**config.mk**
```make
export PLATFORM = sky130hd
export DESIGN_NAME = smpwm_core
export DESIGN_NICKNAME = d
export VERILOG_FILES = /design/src/logic/smpwm_core.v
export VERILOG_INCLUDE_DIRS = /design/src /design/src/logic
export SDC_FILE = /design/constraint.sdc
export NUM_CORES = 1
export LEC_CHECK = 0
export ABC_AREA = 1
export BUFFER_PORTS_ARGS = -buffer_cell sky130_fd_sc_hd__buf_4
export CORE_AREA = 2 2 128 130
export CTS_CLUSTER_SIZE = 14
export DETAILED_ROUTE_END_ITERATION = 8
export DIE_AREA = 0 0 130 132
export HOLD_SLACK_MARGIN = 0.1
export PLACE_DENSITY_LB_ADDON = 0.05
export SYNTH_ARGS = -nofsm -noshare
export SYNTH_HDL_FRONTEND = slang
export SYNTH_SLANG_ARGS = --single-unit
```
**constraint.sdc**
```tcl
create_clock -name clk -period 6.1 [get_ports clk]
set_input_delay 0 -clock clk [delete_from_list [all_inputs] [get_ports clk]]
set_output_delay 0 -clock clk [all_outputs]
set_load 0.05 [all_outputs]
```
**src/logic/smpwm_regs.vh**
```
// Register map, field positions and reset values of the switch-mode PWM slice
`ifndef SMPWM_REGS_VH
`define SMPWM_REGS_VH
// ----------------------------------------
// Register word indices
// ----------------------------------------
`define SMPWM_OFS_CTRL 4'h0
`define SMPWM_OFS_STEER 4'h1
`define SMPWM_OFS_SYNC 4'h2
`define SMPWM_OFS_PERIOD 4'h3
`define SMPWM_OFS_PHASE 4'h4
`define SMPWM_OFS_DUTY 4'h5
`define SMPWM_OFS_DBRISE 4'h6
`define SMPWM_OFS_DBFALL 4'h7
`define SMPWM_OFS_TIMER 4'h8
`define SMPWM_OFS_STATUS 4'h9
// ----------------------------------------
// Control register fields
// ----------------------------------------
`define SMPWM_CTRL_EN 7
`define SMPWM_CTRL_LD 6
`define SMPWM_CTRL_DBFE 5
`define SMPWM_CTRL_DBRE 4
`define SMPWM_CTRL_MODE_HI 3
`define SMPWM_CTRL_MODE_LO 0
// ----------------------------------------
// Sync control register fields
// ----------------------------------------
`define SMPWM_SYNC_SEL_HI 1
`define SMPWM_SYNC_SEL_LO 0
`define SMPWM_SYNC_POFST 2
`define SMPWM_SYNC_NONE 2'h0
// ----------------------------------------
// Operating modes
// ----------------------------------------
`define SMPWM_MODE_SINGLE 4'h0
`define SMPWM_MODE_SINGLE_STEER 4'h1
`define SMPWM_MODE_PP 4'h2
`define SMPWM_MODE_PP_COMP 4'h3
`define SMPWM_MODE_PP_FB 4'h4
`define SMPWM_MODE_PP_FB_COMP 4'h5
`define SMPWM_MODE_SKIP 4'h6
`define SMPWM_MODE_SKIP_COMP 4'h7
`define SMPWM_MODE_FB_REV 4'h8
`define SMPWM_MODE_FB_FWD 4'h9
`define SMPWM_MODE_FIX_SINGLE 4'ha
`define SMPWM_MODE_FIX_COMP 4'hb
`define SMPWM_MODE_3PH 4'hc
// ----------------------------------------
// Reset values
// ----------------------------------------
`define SMPWM_RST_CTRL 8'h00
`define SMPWM_RST_STEER 6'h00
`define SMPWM_RST_SYNC 3'h0
`endif

```
**src/logic/smpwm_core.v**
```verilog
// Switch-mode PWM slice: control, steering, dead band and period sync
//
// The address map and the strobed register port are this design's own decisions.
`timescale 1ns/10ps
`default_nettype none
`include "smpwm_regs.vh"

module smpwm_core #(
  parameter TW = 16,
  parameter DBW = 8,
  parameter NSRC = 3
) (
  // Clock and reset
  input wire clk,
  input wire reset,
  // Register port
  input wire [3:0] reg_addr,
  input wire [15:0] reg_wdata,
  input wire reg_wr,
  input wire reg_rd,
  output wire [15:0] reg_rdata,
  // Peer synchronization
  input wire [NSRC-1:0] sync_in,
  output wire sync_out,
  // Pulse-skip request pin
  input wire skip_request,
  // Power stage outputs
  output wire pwm_output_a,
  output wire pwm_output_b,
  output wire pwm_output_c,
  output wire pwm_output_d,
  output wire pwm_output_e,
  output wire pwm_output_f
);

  // ----------------------------------------
  // Functions
  // ----------------------------------------
  // Dead-band counter: runs while the level is high, holds at the limit
  function [DBW-1:0] f_db_next;
    input lvl;
    input [DBW-1:0] cnt;
    input [DBW-1:0] lim;
    begin
      if (!lvl)
        f_db_next = {DBW{1'b0}};
      else if (cnt == lim)
        f_db_next = cnt;
      else
        f_db_next = cnt + {{(DBW-1){1'b0}}, 1'b1};
    end
  endfunction

  // Selected peer sync line, 0 means none
  function f_sync_pick;
    input [NSRC-1:0] vec;
    input [1:0] sel;
    integer i;
    begin
      f_sync_pick = 1'b0;
      for (i = 0; i < NSRC; i = i + 1) begin
        if (sel == i[1:0] + 2'h1)
          f_sync_pick = vec[i];
      end
    end
  endfunction

  // ----------------------------------------
  // Registers
  // ----------------------------------------
  reg en_ff;
  reg ld_ff;
  reg dbfe_ff;
  reg dbre_ff;
  reg [3:0] mode_ff;
  reg [5:0] steer_ff;
  reg [1:0] ssel_ff;
  reg pofst_ff;
  reg [TW-1:0] per_buf_ff;
  reg [TW-1:0] ph_buf_ff;
  reg [TW-1:0] dc_buf_ff;
  reg [TW-1:0] per_ff;
  reg [TW-1:0] ph_ff;
  reg [TW-1:0] dc_ff;
  reg [DBW-1:0] dbr_lim_ff;
  reg [DBW-1:0] dbf_lim_ff;
  reg [TW-1:0] period_timer_ff;
  reg base_ff;
  reg alt_ff;
  reg skip_lat_ff;
  reg skip_m_ff;
  reg skip_s_ff;
  reg rise_dly_ff;
  reg sync_out_ff;
  reg [DBW-1:0] rcnt_ff;
  reg [DBW-1:0] fcnt_ff;
  reg [5:0] out_ff;
  reg [15:0] rdata_ff;
  reg [5:0] nxt_out;
  reg [15:0] nxt_rdata;
  reg nxt_base;

  // ----------------------------------------
  // Event decode
  // ----------------------------------------
  wire wr_ctrl = reg_wr && (reg_addr == `SMPWM_OFS_CTRL);
  wire slave = (ssel_ff != `SMPWM_SYNC_NONE);
  wire sync_hit = f_sync_pick(sync_in, ssel_ff);
  wire own_evt = (period_timer_ff == per_ff);
  wire period_evt = en_ff && (slave ? sync_hit : own_evt);
  wire rise_evt = en_ff && (period_timer_ff == ph_ff);
  wire fall_evt = en_ff && (period_timer_ff == dc_ff);
  wire load_done = ld_ff && (period_evt || !en_ff);
  wire fixed_mode = (mode_ff == `SMPWM_MODE_FIX_SINGLE) ||
                    (mode_ff == `SMPWM_MODE_FIX_COMP);
  wire skip_mode = (mode_ff == `SMPWM_MODE_SKIP) ||
                   (mode_ff == `SMPWM_MODE_SKIP_COMP);
  // Offset set: period event starts drive so duty can reach full period
  wire start_evt = pofst_ff ? period_evt : rise_evt;

  // ----------------------------------------
  // Register writes
  // ----------------------------------------
  always @(posedge clk or posedge reset) begin
    if (reset) begin
      en_ff <= 1'b0;
      dbfe_ff <= 1'b0;
      dbre_ff <= 1'b0;
      mode_ff <= 4'h0;
      steer_ff <= `SMPWM_RST_STEER;
      ssel_ff <= 2'h0;
      pofst_ff <= 1'b0;
      per_buf_ff <= {TW{1'b0}};
      ph_buf_ff <= {TW{1'b0}};
      dc_buf_ff <= {TW{1'b0}};
      dbr_lim_ff <= {DBW{1'b0}};
      dbf_lim_ff <= {DBW{1'b0}};
    end else if (reg_wr) begin
      case (reg_addr)
        `SMPWM_OFS_CTRL: begin
          en_ff <= reg_wdata[`SMPWM_CTRL_EN];
          dbfe_ff <= reg_wdata[`SMPWM_CTRL_DBFE];
          dbre_ff <= reg_wdata[`SMPWM_CTRL_DBRE];
          mode_ff <= reg_wdata[`SMPWM_CTRL_MODE_HI:`SMPWM_CTRL_MODE_LO];
        end
        `SMPWM_OFS_STEER: steer_ff <= reg_wdata[5:0];
        `SMPWM_OFS_SYNC: begin
          ssel_ff <= reg_wdata[`SMPWM_SYNC_SEL_HI:`SMPWM_SYNC_SEL_LO];
          pofst_ff <= reg_wdata[`SMPWM_SYNC_POFST];
        end
        `SMPWM_OFS_PERIOD: per_buf_ff <= reg_wdata[TW-1:0];
        `SMPWM_OFS_PHASE: ph_buf_ff <= reg_wdata[TW-1:0];
        `SMPWM_OFS_DUTY: dc_buf_ff <= reg_wdata[TW-1:0];
        `SMPWM_OFS_DBRISE: dbr_lim_ff <= reg_wdata[DBW-1:0];
        `SMPWM_OFS_DBFALL: dbf_lim_ff <= reg_wdata[DBW-1:0];
        default: ;
      endcase
    end
  end

  // ----------------------------------------
  // Buffer load handshake
  // ----------------------------------------
  // A fresh request in the clearing cycle wins and is served again
  always @(posedge clk or posedge reset) begin
    if (reset) begin
      ld_ff <= 1'b0;
      per_ff <= {TW{1'b0}};
      ph_ff <= {TW{1'b0}};
      dc_ff <= {TW{1'b0}};
    end else begin
      if (load_done) begin
        per_ff <= per_buf_ff;
        ph_ff <= ph_buf_ff;
        dc_ff <= dc_buf_ff;
      end
      if (wr_ctrl && reg_wdata[`SMPWM_CTRL_LD])
        ld_ff <= 1'b1;
      else if (load_done)
        ld_ff <= 1'b0;
    end
  end

  // ----------------------------------------
  // Period timer and sync output
  // ----------------------------------------
  always @(posedge clk or posedge reset) begin
    if (reset) begin
      period_timer_ff <= {TW{1'b0}};
      rise_dly_ff <= 1'b0;
      sync_out_ff <= 1'b0;
    end else begin
      if (!en_ff)
        period_timer_ff <= {TW{1'b0}};
      else if (period_evt)
        period_timer_ff <= {TW{1'b0}};
      else
        period_timer_ff <= period_timer_ff + {{(TW-1){1'b0}}, 1'b1};
      rise_dly_ff <= rise_evt;
      // Extra stage on the rising source gives the two-clock skid
      sync_out_ff <= pofst_ff ? rise_dly_ff : period_evt;
    end
  end

  assign sync_out = sync_out_ff;

  // ----------------------------------------
  // Skip request pin synchronizer
  // ----------------------------------------
  always @(posedge clk or posedge reset) begin
    if (reset) begin
      skip_m_ff <= 1'b0;
      skip_s_ff <= 1'b0;
    end else begin
      skip_m_ff <= skip_request;
      skip_s_ff <= skip_m_ff;
    end
  end

  // ----------------------------------------
  // Base waveform
  // ----------------------------------------
  always @* begin
    nxt_base = base_ff;
    if (!en_ff)
      nxt_base = 1'b0;
    else if (fixed_mode) begin
      if (period_evt)
        nxt_base = ~base_ff;
    end else if (fall_evt)
      nxt_base = 1'b0;
    else if (start_evt && !(skip_mode && skip_lat_ff))
      nxt_base = 1'b1;
  end

  always @(posedge clk or posedge reset) begin
    if (reset) begin
      base_ff <= 1'b0;
      alt_ff <= 1'b0;
      skip_lat_ff <= 1'b0;
    end else begin
      base_ff <= nxt_base;
      if (!en_ff) begin
        alt_ff <= 1'b0;
        skip_lat_ff <= 1'b0;
      end else if (period_evt) begin
        alt_ff <= ~alt_ff;
        skip_lat_ff <= skip_s_ff;
      end
    end
  end

  // ----------------------------------------
  // Dead band
  // ----------------------------------------
  wire comp_lvl = en_ff && !base_ff;
  wire prim = base_ff && (!dbre_ff || rcnt_ff == dbr_lim_ff);
  wire comp = comp_lvl && (!dbfe_ff || fcnt_ff == dbf_lim_ff);

  always @(posedge clk or posedge reset) begin
    if (reset) begin
      rcnt_ff <= {DBW{1'b0}};
      fcnt_ff <= {DBW{1'b0}};
    end else begin
      rcnt_ff <= f_db_next(base_ff, rcnt_ff, dbr_lim_ff);
      fcnt_ff <= f_db_next(comp_lvl, fcnt_ff, dbf_lim_ff);
    end
  end

  // ----------------------------------------
  // Output steering per mode
  // ----------------------------------------
  // Steering reads the live bits, so a change lands on the next edge
  always @* begin
    nxt_out = 6'h00;
    case (mode_ff)
      `SMPWM_MODE_SINGLE,
      `SMPWM_MODE_FIX_SINGLE,
      `SMPWM_MODE_SKIP:
        nxt_out[0] = prim;
      `SMPWM_MODE_SINGLE_STEER: begin
        nxt_out[0] = steer_ff[0] & prim;
        nxt_out[2] = steer_ff[2] & prim;
        nxt_out[1] = steer_ff[1] & comp;
        nxt_out[3] = steer_ff[3] & comp;
        nxt_out[4] = steer_ff[4] & (steer_ff[5] ? comp : prim);
      end
      `SMPWM_MODE_FIX_COMP,
      `SMPWM_MODE_SKIP_COMP: begin
        nxt_out[0] = prim;
        nxt_out[1] = comp;
      end
      `SMPWM_MODE_PP,
      `SMPWM_MODE_PP_COMP: begin
        nxt_out[0] = prim & ~alt_ff;
        nxt_out[1] = prim & alt_ff;
        if (mode_ff == `SMPWM_MODE_PP_COMP) begin
          nxt_out[2] = comp & ~alt_ff;
          nxt_out[3] = comp & alt_ff;
        end
      end
      `SMPWM_MODE_PP_FB,
      `SMPWM_MODE_PP_FB_COMP: begin
        nxt_out[0] = prim & ~alt_ff;
        nxt_out[1] = prim & alt_ff;
        nxt_out[2] = prim & alt_ff;
        nxt_out[3] = prim & ~alt_ff;
        if (mode_ff == `SMPWM_MODE_PP_FB_COMP) begin
          nxt_out[4] = comp & ~alt_ff;
          nxt_out[5] = comp & alt_ff;
        end
      end
      `SMPWM_MODE_FB_FWD: begin
        nxt_out[0] = en_ff;
        nxt_out[3] = prim;
      end
      `SMPWM_MODE_FB_REV: begin
        nxt_out[2] = en_ff;
        nxt_out[1] = prim;
      end
      `SMPWM_MODE_3PH: begin
        nxt_out[0] = steer_ff[0] & prim;
        nxt_out[1] = steer_ff[1] & comp;
        nxt_out[2] = steer_ff[2] & prim;
        nxt_out[3] = steer_ff[3] & comp;
        nxt_out[4] = steer_ff[4] & prim;
        nxt_out[5] = steer_ff[5] & comp;
      end
      default: nxt_out = 6'h00;
    endcase
    if (!en_ff)
      nxt_out = 6'h00;
  end

  always @(posedge clk or posedge reset) begin
    if (reset)
      out_ff <= 6'h00;
    else
      out_ff <= nxt_out;
  end

  assign pwm_output_a = out_ff[0];
  assign pwm_output_b = out_ff[1];
  assign pwm_output_c = out_ff[2];
  assign pwm_output_d = out_ff[3];
  assign pwm_output_e = out_ff[4];
  assign pwm_output_f = out_ff[5];

  // ----------------------------------------
  // Register reads
  // ----------------------------------------
  always @* begin
    nxt_rdata = 16'h0000;
    case (reg_addr)
      `SMPWM_OFS_CTRL:
        nxt_rdata[7:0] = {en_ff, ld_ff, dbfe_ff, dbre_ff, mode_ff};
      `SMPWM_OFS_STEER: nxt_rdata[5:0] = steer_ff;
      `SMPWM_OFS_SYNC: nxt_rdata[2:0] = {pofst_ff, ssel_ff};
      `SMPWM_OFS_PERIOD: nxt_rdata[TW-1:0] = per_buf_ff;
      `SMPWM_OFS_PHASE: nxt_rdata[TW-1:0] = ph_buf_ff;
      `SMPWM_OFS_DUTY: nxt_rdata[TW-1:0] = dc_buf_ff;
      `SMPWM_OFS_DBRISE: nxt_rdata[DBW-1:0] = dbr_lim_ff;
      `SMPWM_OFS_DBFALL: nxt_rdata[DBW-1:0] = dbf_lim_ff;
      `SMPWM_OFS_TIMER: nxt_rdata[TW-1:0] = period_timer_ff;
      `SMPWM_OFS_STATUS: nxt_rdata[7:0] = {base_ff, alt_ff, out_ff};
      default: nxt_rdata = 16'h0000;
    endcase
  end

  always @(posedge clk or posedge reset) begin
    if (reset)
      rdata_ff <= 16'h0000;
    else if (reg_rd)
      rdata_ff <= nxt_rdata;
    else
      rdata_ff <= 16'h0000;
  end

  assign reg_rdata = rdata_ff;

endmodule
`default_nettype wire

```
After elaboration in Yosys (flattened, before gate mapping)
Index checks and enable logic that the tools add are counted.

cells by class
  reductions and logical operators = 40
  mux-type cells = 38
  bitwise gates (word level) = 13
  $add $sub $neg = 3
  equality and inequality tests = 34

operator list
  operator                                        number
  == test 16 bit                                  3
  2-to-1 mux 16 bit                               3
  == test 4 x 3 -> 1 bit (second input constant)  8
  2-to-1 mux 8 bit                                4
  case mux 8 bit (4 select lines)                 1
  case mux 3 bit (10 select lines)                1
  == test 4 bit (second input constant)           7
  case mux 3 bit (9 select lines)                 1
  2-to-1 mux 1 bit                                18
  AND reduction 2 bit                             9
  adder 16 x 1 -> 16 bit (second input constant)  1
  adder 8 x 1 -> 8 bit (second input constant)    2
  == test 4 x 2 -> 1 bit (second input constant)  4
  == test 8 bit                                   2
  case mux 1 bit (4 select lines)                 4
  case mux 2 bit (8 select lines)                 1
  AND 1 bit                                       11
  logical AND 1 bit                               11
  == test 4 x 1 -> 1 bit (second input constant)  2
  logical NOT 4 bit                               2
  OR reduction 2 bit                              4
  2-to-1 mux 6 bit                                1
  logical NOT 1 bit                               5
  logical OR 1 bit                                5
  other kinds (13)                                18

storage, ports and cells
  logic and storage cells = 156
  bits in registers = 190
  input bits = 28

Depth between registers and ports, before layout
Gate-level depths: netlist of the first run.

  word-level depth = 12
  depth in mapped cells = 13

Worst setup path before layout of the first run
No wires, ideal clock.

  path type = reg2reg
  start point = register period_timer_ff[2]
  end point = register period_timer_ff[11]
  data required time = 5987 ps
  arrival time = 1382 ps
  stages on the path, launching flop included = 11
  buffers on the path = 1
  path slack = 4605 ps
  clock period less this slack = 1495 ps
  cell sequence = dfrtp_1 -> buf_4 -> inv_1 -> nor3_2 -> nand2_1 -> nor2_1 -> nand4_1 -> nor2_1 -> nand4_1 -> nand2_1 -> inv_1

between the ends
  cells in the longest elaborated chain, start to end = 5
  elaborated cells between the ends (all ways) = 6

ends and longest elaborated chain
  element                                                         line              RTL
  from (decl)                                                     smpwm_core.v:87   reg [TW-1:0] period_timer_ff;
  from (signal assigned)                                          smpwm_core.v:189  period_timer_ff <= {TW{1'b0}};
  from (signal assigned)                                          smpwm_core.v:194  period_timer_ff <= {TW{1'b0}};
  from (signal assigned)                                          smpwm_core.v:196  period_timer_ff <= {TW{1'b0}};
  branches (longest 3 deep; another with adder 16 x 1 -> 16 bit)  n/a
  2-to-1 mux 16 bit *                                             smpwm_core.v:195  else if (period_evt)
  2-to-1 mux 16 bit *                                             smpwm_core.v:193  if (!en_ff)

Every way passes the cells marked *.
A chain may end at the register's enable or synchronous reset.

Worst setup path in the final report of the first run
  start point = register period_timer_ff[6]
  end point = register period_timer_ff[14]

The elaborated chain is that of the path after synthesis.

==> run summary, run 1 <==
WL per Instance: 17.9 um
RD Place Congestion: 0.973
Max Cap Viol: 0
dominant cell type by area after synthesis: dfrtp_1
Post-synth EDFFs: 0
Worst Path Class, Setup: flop to flop
sequential-to-total area share from yosys stat: 50.1%
Synth area leaders: dfrtp_1 (50%), nand2_1 (16%), inv_1 (5.0%), nand3_1 (4.9%), o21ai_0 (4.7%)
post-route ant nets: 0
post-route worst setup slack: 3760 ps
vias in the first global route: 7957
CTS sink count: 190
Resized Gates After CTS: 0
Worst VDD drop: 0.000243 V
via count: 8404
outcome: finished clean
Critical Path AT: 2670 ps
Distinct cells, synth: 41
Post-DP HPWL: 18900 um
Hold Fails Final Rpt: 0
min Tclk post-route: 2340 ps
total gr overflow: 0
die width: 130 um
Die Span Y: 132 um
Slew @ Worst Pin: 1180 ps
largest net degree at the start of global routing: 141
Most used DFF post-synth: dfrtp_1
setup bufs post-CTS: 0
die area: 17200 um^2
pwr dens: 333 nW/um^2
Req. time, crit path: 6430 ps
Area Growth Syn to Fin: 13.8%
htree depth: 4
CP max FO: 59
worst min-delay path class: input pin to flop
fill count: 1323
num ports: 51
Nets: 1299
Mapped Avg Cell Area: 7.78 um^2
f_max: 427 MHz
Clock Skew: 11.2 ps
Initial Util: 60.4%
Routed WL: 26900 um
initial DRC count: 911
CTS tree: built
Yosys reg bits: 190
area post-placement: 9940 um^2
CTS max path bufs: 2
layout cells sized above 1: 8.67%
antenna violations before repair: 0
DR DRC count: 0
Synth Cell Area: 9490 um^2
syn_nets: 1250
Inserted Clock Buffers: 17
Max Slew Vio Count: 0
Place WS: 3810 ps
ant diodes: 0
Async S/R FF share, synth: 100%
overall routing resource usage: 32.9%
Pre-antenna DRT Iters: 6
clk root buf: clkbuf_16
Mapped Cells: 1219
final setup fails: 0
Critical Path End Type: flop
FP Rows: 46
RSZ-0062 raised after global routing: false
wire length of the first global-routing pass: 43000 um
Final Cell Area: 10800 um^2
fin util: 68.7%
via/cell ratio: 5.61
headroom to the max-slew limit: 20.9%
setup_tns: 0 ps
period utilization: 38.4%
leakage power: 5.35 nW
clock slew seen by the registers of the worst setup and hold paths: 70 ps
core box area: 15700 um^2
worst-skew pair later-pin latency: 440 ps
IO Port Bufs: 50
yosys warns: 0
Startpoint Class: flop
top cell type's share of synthesized area: 50.1%
-- cell usage after synthesis, types with 2 or more instances --
master	instances
nand2_1	396
dfrtp_1	190
inv_1	127
nand3_1	93
o21ai_0	89
nor2_1	86
a21oi_1	32
xnor2_1	22
buf_2	20
clkbuf_1	20
o21ai_1	16
nand4_1	15
nor3_1	15
xor2_1	14
a221oi_1	13
inv_2	9
o22ai_1	8
buf_4	5
nor2_2	5
o31ai_1	5
a31oi_1	3
ha_1	3
nor3_2	3
nor3b_1	3
o2111ai_1	3
a22o_1	2
buf_6	2
clkbuf_2	2
nand2_2	2
nand3_2	2
nand3b_1	2
o2111a_1	2
o211ai_1	2
-- layout make-up --
class	count	area [um^2]	share of cell area, %
Sequential cell	190	4750	44.0
Multi-Input combinational cell	843	3980	36.9
Timing Repair Buffer	79	653	6.05
Inverter	137	522	4.83
Clock buffer	18	439	4.07
Tap cell	216	270	2.50
Clock inverter	14	176	1.63
-- layer usage --
layer | up-vias | global-route usage (%) | share of wire (%)
met5 | - | 0 | 0
li1 | 4018 | - | -
met1 | 3984 | 48.4 | 44
met3 | 54 | 7.95 | 9.4
met4 | 0 | 10.9 | 2.6
met2 | 348 | 48.1 | 44
-- placed cells by master, fill, tap and decap left out, drive strengths merged, types with 15 or more instances in the layout --
cell type      n
o21ai        105
nor3          18
xnor2         22
dlygate4sd3   24
dfrtp        190
a21oi         32
nand4         15
nand2        398
clkbuf        18
nand3         95
inv          141
nor2          91
buf           55
-- critical path, stage by stage (launching register included) --
cell and delay (ps):
dfrtp_1 540, inv_2 120, nand2_1 80, nand2_1 40, nor2_1 90, nand2_1 60
nor2_1 120, nand3_2 120, nand3_2 100, buf_4 530, inv_2 220, o211ai_1 150
inv_1 50
-- worst paths after layout --
| kind | from | to | slack, ps | cells after the start |
|---|---|---|---|---|
| max | period_timer_ff[6]$_DFF_PP0_ | period_timer_ff[14]$_DFF_PP0_ | 3760 | 12 |
| min | reg_addr[1] | reg_rdata[4]$_DFF_PP0_ | 140 | 4 |
| max reg2reg | period_timer_ff[6]$_DFF_PP0_ | period_timer_ff[14]$_DFF_PP0_ | 3760 | 12 |
| min reg2reg | skip_m_ff$_DFF_PP0_ | skip_s_ff$_DFF_PP0_ | 360 | 0 |
| max in group asynchronous | reset | fcnt_ff[5]$_DFFE_PP0P_ | 4470 | 4 |
| min in group asynchronous | reset | dc_buf_ff[0]$_DFFE_PP0P_ | 270 | 3 |
-- logic make-up after synthesis --
logic type / share of synthesized area, %
flip-flops: 50.1
AO/OA/AOI/OAI: 10.9
adder cells (fa/ha/maj): 0.396
buffers and inverters: 8.01
XOR/XNOR: 3.32
AND/OR/NAND/NOR: 27.3
-- state kept, by name, summed over array words and instances (netlist names), 16 cells and up --
register,cells
ph_buf_ff,16
per_ff,16
dc_ff,16
per_buf_ff,16
dc_buf_ff,16
period_timer_ff,16
ph_ff,16
reg_rdata,16
-- power breakdown --
part	switching, W	leakage, nW	internal (W)
Combinational	0.000488	2.53	0.000268
Sequential	0.000215	2.52	0.00146
Clock	0.000529	0.297	0.000632
Total	0.00123	5.35	0.00236
-- repair_timing --
| action | CTS | global route |
|---|---|---|
| hold buffers | 24 | 0 |
| endpoints found under the hold margin | 225 | 0 |
| endpoints found under the setup margin | 0 | 0 |
-- stage by stage --
stage               hold WS (ps)  std cells  total power, W
floorplan                   31.4       1219         0.00218
global placement             109       1441         0.00241
detailed placement           115       1441         0.00242
CTS                          123       1497         0.00359
global route                 155       1497         0.00379
finish                       141       1497         0.00359
Power figures use the tool's default switching activity.
==> run 2: changes to the inputs <==
--- a/config.mk
+++ b/config.mk
@@ -8,10 +8,10 @@
 export LEC_CHECK = 0
 export ABC_AREA = 1
 export BUFFER_PORTS_ARGS = -buffer_cell sky130_fd_sc_hd__buf_4
-export CORE_AREA = 2 2 128 130
+export CORE_AREA = 2 2 135 137
 export CTS_CLUSTER_SIZE = 14
 export DETAILED_ROUTE_END_ITERATION = 8
-export DIE_AREA = 0 0 130 132
+export DIE_AREA = 0 0 137 139
 export HOLD_SLACK_MARGIN = 0.1
 export PLACE_DENSITY_LB_ADDON = 0.05
 export SYNTH_ARGS = -nofsm -noshare
==> constraint.sdc (replaced) <==
create_clock -name clk -period 2 [get_ports clk]
set_input_delay 0 -clock clk [delete_from_list [all_inputs] [get_ports clk]]
set_output_delay 0 -clock clk [all_outputs]
set_load 0.05 [all_outputs]
==> run summary, run 2 (same netlist as run 1, synthesis figures left out) <==
outcome: finished clean
critical path's slowest cell: dfrtp_2
antenna violations before repair: 0
die width: 137 um
Max Cap Viol: 0
Overall Power: 0.0111 W
Critical Path End Type: flop
final setup fails: 0
Comb power frac: 22.8%
CP most frequent cell: nand2_1
wire length of the first global-routing pass: 44500 um
period utilization: 94.8%
pwr dens: 988 nW/um^2
CTS max path bufs: 2
Post-DP HPWL: 20600 um
f_max: 527 MHz
Reg area: 4760 um^2
IO Port Bufs: 50
via/cell ratio: 5.45
DR DRC count: 0
headroom to the max-slew limit: 52.6%
clock slew seen by the registers of the worst setup and hold paths: 80 ps
Pre-antenna DRT Iters: 6
largest net degree at the start of global routing: 121
Area Growth Syn to Fin: 18.2%
CTS sink count: 190
Critical Path AT: 2220 ps
htree depth: 4
num ports: 51
Worst VDD drop: 0.000709 V
Req. time, crit path: 2320 ps
Startpoint Class: flop
Nets: 1348
Critical Path Sink: ph_ff[14]$_DFFE_PP0P_
dpl cells: 1499
Net Sw Power: 0.00380 W
Post-Layout Cell Count: 1559
commonest non-fill, non-tap cell in the layout: nand2_1
Slew @ Worst Pin: 711 ps
crit-path cells: inv_2 -> nand2_1 -> nand2_1 -> nor2_1 -> nand2_1 -> nor2_1 -> nand3_2 -> nand3_4 -> nand2_4 -> buf_12 -> nand2_1 -> nand2_1
Switching Share: 34.3%
Routed WL: 28000 um
overall routing resource usage: 30.8%
Multi-input gate area: 3990 um^2
vias in the first global route: 8106
Reg power frac: 46.0%
Clk network pwr share: 31.2%
worst-skew pair later-pin latency: 440 ps
Clock Skew: 9.79 ps
Internal: 0.00728 W
worst reg2reg endpoint: ph_ff[14]$_DFFE_PP0P_
FP Rows: 49
CTS tree: built
post-route worst setup slack: 104 ps
Reg2Reg Setup Slack: 100 ps
die area: 19000 um^2
total gr overflow: 0
R2R depth: 12
Initial Util: 53.7%
worst min-delay path class: input pin to flop
clk root buf: clkbuf_16
Die Span Y: 139 um
Inserted Clock Buffers: 17
layout cells sized above 1: 11.8%
min Tclk post-route: 1900 ps
leakage power: 5.58 nW
post-route ant nets: 0
CP max FO: 29
crit path launch: period_timer_ff[15]$_DFF_PP0_
core box area: 17700 um^2
most frequent cells in the layout: nand2_1 (396), dfrtp_1 (189), inv_1 (126)
initial DRC count: 741
FF-to-FF Start: period_timer_ff[15]$_DFF_PP0_
Place WS: -1.57 ps
Min Hold Slack: 121 ps
Hold Fails Final Rpt: 0
Max Slew Vio Count: 0
WL per Instance: 17.9 um
CP peak stage delay: 420 ps
RD Place Congestion: 0.890
ant diodes: 0
via count: 8504
Worst Path Class, Setup: flop to flop
fill count: 1614
## run 2: power by group through the flow
stage	sequential [W]	clock (W)	combinational, W
finish	0.00510	0.00346	0.00253
global route	0.00517	0.00367	0.00286
CTS	0.00507	0.00351	0.00247
global placement	0.00513	0	0.00237
floorplan	0.00500	0	0.00164
detailed placement	0.00514	0	0.00241
## run 2: repair_timing
| action | CTS | global route |
|---|---|---|
| hold buffers | 26 | 0 |
| buffers inserted | 0 | 2 |
| endpoints found under the setup margin | 3 | 50 |
| hold endpoints to repair | 277 | 0 |
| resized for setup | 1 | 6 |
## run 2: area by class of cell
type                            count  area share (%)
Sequential cell                   190            42.4
Multi-Input combinational cell    843            35.6
Timing Repair Buffer              128            9.58
Inverter                          137            4.62
Clock buffer                       19            3.86
Tap cell                          229            2.56
Clock inverter                     13            1.38
## run 2: through the flow
step / util, % / area (um^2) / setup TNS, ps
2_1_floorplan: - / 9490 / -85210
3_3_place_gp: 58.4 / 10300 / 0
3_5_place_dp: 58.4 / 10300 / -1.57
4_1_cts: 63.3 / 11200 / 0
5_1_grt: 63.5 / 11200 / -5.62
6_report: 63.5 / 11200 / 0
## run 2: worst min-delay path by stage
stage                                     to          from  cells after the start  slack (ps)
CTS                 ph_buf_ff[0]$_DFFE_PP0P_   reg_addr[2]                      5         110
detailed placement    reg_rdata[6]$_DFF_PP0_         reset                      2         -80
global route        ph_buf_ff[0]$_DFFE_PP0P_   reg_addr[2]                      5         180
global placement      reg_rdata[6]$_DFF_PP0_         reset                      2         -80
finish              ph_buf_ff[0]$_DFFE_PP0P_   reg_addr[2]                      5         120
floorplan                skip_m_ff$_DFF_PP0_  skip_request                      0          30
## run 2: critical path, delay by kind of cell, from the launching register on
kind                   cells  cell delay [ps]
and+or+nand+nor           10             1070
DFF                        1              420
buffers and inverters      2              280
## run 2: metal layers
layer	share of wire (%)	routed length, um	global-route usage (%)
met4	2.4	679	12.3
met1	44	12300	44.4
met2	46	13000	45.4
met5	0	0	0
met3	7.2	2000	6.58
